File: config.mk
export PLATFORM = sky130hd
export DESIGN_NAME = otp_bank_selector
export DESIGN_NICKNAME = d
export VERILOG_FILES = /design/src/rtl/otp_pkg.sv /design/src/rtl/otp_bank_pick.sv /design/src/rtl/otp_bank_selector.sv
export SDC_FILE = /design/constraint.sdc
export NUM_CORES = 1
export LEC_CHECK = 0
export ABC_AREA = 1
export BUFFER_PORTS_ARGS = -buffer_cell sky130_fd_sc_hd__buf_4
export CELL_PAD_IN_SITES_DETAIL_PLACEMENT = 0
export CELL_PAD_IN_SITES_GLOBAL_PLACEMENT = 2
export CORE_ASPECT_RATIO = 0.5
export CORE_MARGIN = 8
export CORE_UTILIZATION = 27
export CTS_CLUSTER_SIZE = 16
export DETAILED_ROUTE_END_ITERATION = 6
export PLACE_DENSITY = 0.93
export SYNTH_ARGS = -nofsm -noshare
export SYNTH_HDL_FRONTEND = slang
export SYNTH_HIERARCHICAL = 1
export SYNTH_SLANG_ARGS = --single-unit
File: constraint.sdc
create_clock -name clk_sys -period 26.9 [get_ports clk_sys]
set_input_delay 5.38 -clock clk_sys [delete_from_list [all_inputs] [get_ports clk_sys]]
set_output_delay 5.38 -clock clk_sys [all_outputs]
set_load 0.01 [all_outputs]
File: src/rtl/otp_pkg.sv
// Purpose: Shared constants for the fuse bank selector
// Assumes: Field layout within the fixed 80 bits is a working choice
// Notes:   Offsets are word indices on the plain register port
package otp_pkg;
    localparam int NUM_BANKS   = 6;
    localparam int BANK_BITS   = 128;
    localparam int TOTAL_BITS  = 768;
    localparam int FIXED_BITS  = 80;
    localparam int GP_BITS     = 48;
    localparam int NUM_FIELDS  = 5;
    // Field positions inside one bank
    localparam int HWID_LSB    = 0;
    localparam int HWID_W      = 48;
    localparam int ADC_LSB     = 48;
    localparam int ADC_W       = 8;
    localparam int FREQ_LSB    = 56;
    localparam int FREQ_W      = 8;
    localparam int AMP_LSB     = 64;
    localparam int AMP_W       = 4;
    localparam int PHA_LSB     = 68;
    localparam int PHA_W       = 4;
    localparam int VALID_LSB   = 72;
    localparam int INVAL_BIT   = 79;
    localparam int GP_LSB      = 80;
    // Field index order in the validity vector
    localparam int F_HWID      = 0;
    localparam int F_ADC       = 1;
    localparam int F_FREQ      = 2;
    localparam int F_AMP       = 3;
    localparam int F_PHA       = 4;
    // Register word indices
    localparam logic [7:0] REG_HWID_LO  = 8'h00;
    localparam logic [7:0] REG_HWID_HI  = 8'h01;
    localparam logic [7:0] REG_CALIB    = 8'h02;
    localparam logic [7:0] REG_STATUS   = 8'h03;
    localparam logic [7:0] REG_CLKSEL   = 8'h04;
    localparam logic [7:0] REG_SLEEP    = 8'h05;
    localparam logic [7:0] REG_MARGIN   = 8'h06;
    localparam logic [7:0] REG_RAW_BASE = 8'h10;
    // Reset values
    localparam logic       CLKSEL_RST   = 1'b0;
    localparam logic [31:0] SLEEP_RST   = 32'h0000_0000;
    // Wider margin divisor for the ring oscillator (1 percent)
    localparam int MARGIN_DIV_INT = 100;
    typedef enum logic [1:0] {SC_IDLE, SC_SCAN, SC_DONE} scan_state_t;
endpackage : otp_pkg

File: src/rtl/otp_bank_pick.sv
// Purpose: Combines one bank into the running field selection
// Assumes: Called once per bank in ascending order
// Notes:   Pure combinational; later valid banks override earlier ones
module otp_bank_pick (
    // Bank under inspection
    input  wire logic [otp_pkg::BANK_BITS-1:0]  bank_word,
    // Running selection
    input  wire logic [otp_pkg::FIXED_BITS-1:0] cur_fields,
    input  wire logic [otp_pkg::NUM_FIELDS-1:0] cur_valid,
    // Updated selection
    output logic      [otp_pkg::FIXED_BITS-1:0] new_fields,
    output logic      [otp_pkg::NUM_FIELDS-1:0] new_valid
);
    localparam int LSBS [otp_pkg::NUM_FIELDS] = '{otp_pkg::HWID_LSB,
        otp_pkg::ADC_LSB, otp_pkg::FREQ_LSB, otp_pkg::AMP_LSB,
        otp_pkg::PHA_LSB};
    localparam int WS [otp_pkg::NUM_FIELDS] = '{otp_pkg::HWID_W,
        otp_pkg::ADC_W, otp_pkg::FREQ_W, otp_pkg::AMP_W, otp_pkg::PHA_W};

    wire logic bank_live;
    // Retired bank contributes nothing
    assign bank_live = ~bank_word[otp_pkg::INVAL_BIT];

    assign new_fields[otp_pkg::FIXED_BITS-1:otp_pkg::VALID_LSB] =
        cur_fields[otp_pkg::FIXED_BITS-1:otp_pkg::VALID_LSB];

    genvar g;
    generate
        for (g = 0; g < otp_pkg::NUM_FIELDS; g++)
        begin : g_fld
            wire logic take;
            // Flag 1 means usable, 0 means ignore
            assign take = bank_live &
                bank_word[otp_pkg::VALID_LSB+g];
            assign new_fields[LSBS[g]+WS[g]-1:LSBS[g]] = take ?
                bank_word[LSBS[g]+WS[g]-1:LSBS[g]] :
                cur_fields[LSBS[g]+WS[g]-1:LSBS[g]];
            assign new_valid[g] = take | cur_valid[g];
        end
    endgenerate
endmodule : otp_bank_pick

File: src/rtl/otp_bank_selector.sv
// Purpose: Presents a six bank fuse store and selects usable fields
// Assumes: Fuse array contents arrive as a flat input vector
// Notes:   Register reads return data the cycle after the read strobe

// Contract
// - Store holds 768 bits as six independent 128-bit banks, same layout.
// - Fuse contents become readable once reset has been left; register reads return zero until the six bank scan finishes.
// - Lowest 80 bits of each bank are fixed fields; upper 48 general.
// - Every bank programs independently, allowing updates in fresh banks.
// - Each field has its own validity flag in the same bank.
// - Flag 0 means field ignored; flag 1 means field usable.
// - Delivered parts carry trim fields, and any hardware id, in bank one.
// - Sleep clock is internal ring or external input, chosen by software.
// - Internal sleep clock widens early wake margin to 1% of sleep time.
module otp_bank_selector #(
    parameter int NUM_BANKS  = otp_pkg::NUM_BANKS,
    parameter int BANK_BITS  = otp_pkg::BANK_BITS
) (
    // Clock and reset
    input  wire logic                          clk_sys,
    input  wire logic                          rst,
    input  wire logic                          clk_en,
    // Fuse array
    input  wire logic [NUM_BANKS*BANK_BITS-1:0] fuse_bits,
    // Register port
    input  wire logic [7:0]                    reg_addr,
    input  wire logic [31:0]                   reg_wdata,
    input  wire logic                          reg_wr,
    input  wire logic                          reg_rd,
    output logic      [31:0]                   reg_rdata,
    // Sleep clocks
    input  wire logic                          ring_clk_in,
    input  wire logic                          ext_clk_in,
    output logic                               sleep_clk_out,
    output logic                               ring_sel_out,
    // Selected fields
    output logic [otp_pkg::HWID_W-1:0]         station_hw_identifier,
    output logic [otp_pkg::AMP_W-1:0]          amplitude_trim_field,
    output logic [otp_pkg::PHA_W-1:0]          phase_trim_field,
    output logic                               amplitude_trim_valid,
    output logic                               phase_trim_valid,
    output logic                               fuse_ready
);
    otp_pkg::scan_state_t state_r;
    otp_pkg::scan_state_t state_nxt;
    logic [2:0]                        bank_idx_r;
    logic [otp_pkg::FIXED_BITS-1:0]    fields_r;
    logic [otp_pkg::NUM_FIELDS-1:0]    valid_r;
    logic                              clksel_r;
    logic [31:0]                       sleep_r;
    logic [31:0]                       rdata_r;
    logic                              sleep_clk_r;
    logic                              ring_sel_r;
    logic                              ready_r;

    // One bank per cycle keeps the combiner small
    wire logic [BANK_BITS-1:0] bank_word;
    assign bank_word = fuse_bits[bank_idx_r*BANK_BITS +: BANK_BITS];

    wire logic [otp_pkg::FIXED_BITS-1:0] pick_fields;
    wire logic [otp_pkg::NUM_FIELDS-1:0] pick_valid;

    otp_bank_pick u_pick (
        .bank_word  (bank_word),
        .cur_fields (fields_r),
        .cur_valid  (valid_r),
        .new_fields (pick_fields),
        .new_valid  (pick_valid)
    );

    wire logic last_bank;
    assign last_bank = (bank_idx_r == 3'(NUM_BANKS-1));

    always_comb
    begin
        state_nxt = state_r;
        unique case (state_r)
            otp_pkg::SC_IDLE: state_nxt = otp_pkg::SC_SCAN;
            otp_pkg::SC_SCAN: if (last_bank) state_nxt = otp_pkg::SC_DONE;
            otp_pkg::SC_DONE: state_nxt = otp_pkg::SC_DONE;
        endcase
    end

    // Scan starts at reset release, ascending order
    always_ff @(posedge clk_sys)
    begin
        if (rst)
        begin
            state_r    <= otp_pkg::SC_IDLE;
            bank_idx_r <= 3'h0;
            fields_r   <= '0;
            valid_r    <= '0;
        end
        else if (clk_en)
        begin
            state_r <= state_nxt;
            if (state_r == otp_pkg::SC_SCAN)
            begin
                fields_r <= pick_fields;
                valid_r  <= pick_valid;
                if (!last_bank)
                    bank_idx_r <= bank_idx_r + 3'h1;
            end
        end
    end

    // Register decode
    wire logic sel_raw;
    wire logic [2:0] raw_bank;
    wire logic [1:0] raw_word;
    wire logic [7:0] raw_off;
    assign raw_off  = reg_addr - otp_pkg::REG_RAW_BASE;
    assign sel_raw  = (reg_addr >= otp_pkg::REG_RAW_BASE) &&
                      (raw_off < 8'(NUM_BANKS*4));
    assign raw_bank = raw_off[4:2];
    assign raw_word = raw_off[1:0];

    // Ring clock is only 10000 ppm, so margin is 1 percent
    wire logic [31:0] margin;
    assign margin = clksel_r ?
        32'(sleep_r / 32'(otp_pkg::MARGIN_DIV_INT)) : 32'h0;

    wire logic done;
    assign done = (state_r == otp_pkg::SC_DONE);

    logic [31:0] rd_mux;
    always_comb
    begin
        rd_mux = 32'h0;
        // Nothing visible until the scan finishes after reset
        if (!done)
            rd_mux = 32'h0;
        else if (sel_raw)
            rd_mux = fuse_bits[(32'(raw_bank)*BANK_BITS
                     + 32'(raw_word)*32) +: 32];
        else
            unique case (reg_addr)
                otp_pkg::REG_HWID_LO: rd_mux = fields_r[31:0];
                otp_pkg::REG_HWID_HI: rd_mux = {16'h0, fields_r[47:32]};
                otp_pkg::REG_CALIB:   rd_mux = {8'h0,
                    fields_r[otp_pkg::VALID_LSB-1:otp_pkg::ADC_LSB]};
                otp_pkg::REG_STATUS:  rd_mux = {26'h0, valid_r, done};
                otp_pkg::REG_CLKSEL:  rd_mux = {31'h0, clksel_r};
                otp_pkg::REG_SLEEP:   rd_mux = sleep_r;
                otp_pkg::REG_MARGIN:  rd_mux = margin;
                default:              rd_mux = 32'h0;
            endcase
    end

    always_ff @(posedge clk_sys)
    begin
        if (rst)
        begin
            clksel_r <= otp_pkg::CLKSEL_RST;
            sleep_r  <= otp_pkg::SLEEP_RST;
            rdata_r  <= 32'h0;
        end
        else if (clk_en)
        begin
            if (reg_wr && reg_addr == otp_pkg::REG_CLKSEL)
                clksel_r <= reg_wdata[0];
            if (reg_wr && reg_addr == otp_pkg::REG_SLEEP)
                sleep_r <= reg_wdata;
            rdata_r <= reg_rd ? rd_mux : 32'h0;
        end
    end

    // Sleep clock retimed here, so it is a sampled copy at clk_sys rate
    always_ff @(posedge clk_sys)
    begin
        if (rst)
        begin
            sleep_clk_r <= 1'b0;
            ring_sel_r  <= 1'b0;
            ready_r     <= 1'b0;
        end
        else if (clk_en)
        begin
            sleep_clk_r <= clksel_r ? ring_clk_in : ext_clk_in;
            ring_sel_r  <= clksel_r;
            ready_r     <= done;
        end
    end

    assign reg_rdata             = rdata_r;
    assign sleep_clk_out         = sleep_clk_r;
    assign ring_sel_out          = ring_sel_r;
    assign fuse_ready            = ready_r;
    assign station_hw_identifier = fields_r[otp_pkg::HWID_W-1:0];
    assign amplitude_trim_field  =
        fields_r[otp_pkg::AMP_LSB+otp_pkg::AMP_W-1:otp_pkg::AMP_LSB];
    assign phase_trim_field      =
        fields_r[otp_pkg::PHA_LSB+otp_pkg::PHA_W-1:otp_pkg::PHA_LSB];
    assign amplitude_trim_valid  = valid_r[otp_pkg::F_AMP];
    assign phase_trim_valid      = valid_r[otp_pkg::F_PHA];
endmodule : otp_bank_selector

==> summary.md <==
| Metric | Value |
|---|---|
| Outcome | `finished with violations` |
| Violated checks | `capacitance limit, slew limit` |
| Global route hottest layer | `met2` |
| Startpoint type of the worst setup path | `flop` |
| DIE AREA | `89400 µm²` |
| Fin util | `36.7%` |
| Ys Warns | `6` |
| Vias in the first global route | `29.4k` |
| Clock Root Buffer | `clkbuf_16` |
| Setup TNS | `0 ns` |
| Peak VDD IR | `0.000295 V` |
| Area grow syn2layout | `35.3%` |
| Overall Power | `2.44 mW` |
| DR vias/cell | `5.87` |
| GRT Total Usage | `35.3%` |
| Iteration-0 DRC Markers | `4693` |
| Layout Cells excl Fill | `5418` |
| Clock Latency Late Sink | `0.45 ns` |
| Critical Path Source | `sleep_r[28]$_SDFFE_PP0P_` |
| Worst r2r src | `sleep_r[28]$_SDFFE_PP0P_` |
| Final Critical Period | `12.58 ns` |
| Crit path capture type | `flop` |
| Slowest-stage cell, CP | `dfxtp_1` |
| Starting Density | `27.2%` |
| Dpl hpwl | `138000 µm` |
| FF/Latch Area | `3010 µm²` |
| Syn Nets | `4532` |
| Post-placement cell count | `5363` |
| DRT Pass-1 Iters | `6` |
| WS Path Type | `flop to flop` |
| Via count | `31.8k` |
| Die X-Extent | `415 µm` |
| CTS tree | `built` |
| Setup Skew | `0.0186 ns` |
| Input/output buffers | `907` |
| Max_cap viols | `2` |
| Hold path startpoint | `sleep_r[0]$_SDFFE_PP0P_` |
| CP peak stage delay | `0.45 ns` |
| Syn avg cell area | `5.79 µm²` |
| TritonCTS Buffers | `17` |
| Most common library cell in the layout ignoring fill and taps | `buf_4` |
| Clock Path Buffers | `2` |
| Power per Cell Area | `84.2 nW/µm²` |
| Synthesized instance count | `3711` |
| Achievable Freq | `79.5 MHz` |
| Share of post-route cells with drive strength above 1 | `30.3%` |
| Worst-path clk slew | `0.07 ns` |
| Final Max Slew Viols | `2` |
| Area occupied by multi-input gates | `15700 µm²` |
| Slew Limit Headroom | `-6.26%` |
| Die Height | `215 µm` |
| Leakage | `13.5 nW` |
| Worst min path class | `flop to flop` |
| GR Util met1 | `48.7%` |
| CTS resizes | `0` |
| Final wirelength | `170000 µm` |
| Final Cycle Share | `46.8%` |
| Clock Sinks | `150` |
| Hold-fix buffers at CTS | `0` |
| Worst path required time | `27.21 ns` |
| CP max FO | `8` |
| Synth Cell Area | `21500 µm²` |
| First-pass GRT wire length | `232000 µm` |
| Wire length per cell | `31.4 µm` |
| Row cnt | `73` |
| Crit path arrival time | `12.89 ns` |
| Residual DRC | `0` |
| Fin. Hold Viols | `0` |
| GR Overflow Total | `0` |
| Fillers | `8928` |
| Routability cong. | `1.02` |
| Count of final setup violators | `0` |
| Antenna viol nets, final | `0` |
| Core area | `79100 µm²` |
| Boundary Pins | `908` |
| Worst slew pin tran | `1.58 ns` |
| RSZ-0062 raised after global routing | `no` |
| Setup Fix Bufs, Post-CTS | `0` |
| Initial antenna violation count | `51` |
| Met3 GRT Util | `12.7%` |
| Critical Path Most Common Cell | `nand2_2` |
| H-Tree Depth | `4` |
| Final-stage net count | `5153` |
| Largest net degree at the start of global routing | `123` |
| Commonest cells after routing, fill and taps aside | `960 x buf_4, 655 x nand2_1, 563 x o21ai_0` |
| Met2 GRT Util | `51.2%` |
==> per-layer routing <==
layer  vias to the layer above  part of all wire, %
met5                         -                 0.18
met4                        46                  3.1
met3                       267                   13
met2                      2065                   41
met1                     15327                   43
li1                      14110                    -
==> area by class of cell <==
type,count,area share [%]
Timing Repair Buffer,962,24.9
Clock buffer,20,1.54
Antenna cell,23,0.198
Inverter,286,3.89
Tap cell,1050,4.52
Clock inverter,12,0.362
Multi-Input combinational cell,2915,54.2
Sequential cell,150,10.4
==> worst max-delay path, delay by kind of cell (launching register included) <==
family                 cells  cell delay (ns)
XOR/XNOR                   1             0.17
flip-flops                 1             0.45
buffers and inverters      4             0.25
AND/OR/NAND/NOR          104            10.72
AO/OA/AOI/OAI              6             0.77
==> sequential cells by signal, indices dropped and copies added, names as in the netlist <==
signal         flops
bank_idx_r         3
clksel_r           1
fields_r          72
fuse_ready         1
reg_rdata         32
ring_sel_out       1
sleep_clk_out      1
sleep_r           32
state_r            2
valid_r            5
==> path summary, 6_finish.rpt <==
check / end / slack (ns) / cells after the start
worst min register to register: sleep_r[0]$_SDFFE_PP0P_ / 0.47 / 2
worst min-delay path: sleep_r[0]$_SDFFE_PP0P_ / 0.47 / 2
worst max-delay path: reg_rdata[1]$_SDFFE_PP0P_ / 14.32 / 115
worst max register to register: reg_rdata[1]$_SDFFE_PP0P_ / 14.32 / 115
==> power by group <==
| group | switching, mW | internal [mW] |
|---|---|---|
| Sequential | 0.0179 | 0.233 |
| Combinational | 1.29 | 0.658 |
| Clock | 0.111 | 0.130 |
==> stage by stage <==
step,area (µm²),hold WS [ns],worst slack (ns)
after floorplan,21500,0.430,15.92
after global placement,28400,0.441,14.83
after detailed placement,28400,0.459,14.37
after CTS,29000,0.469,14.34
after global routing,29000,0.481,12.85
final,29000,0.466,14.32
No activity file was read; power rests on OpenSTA's default activity.
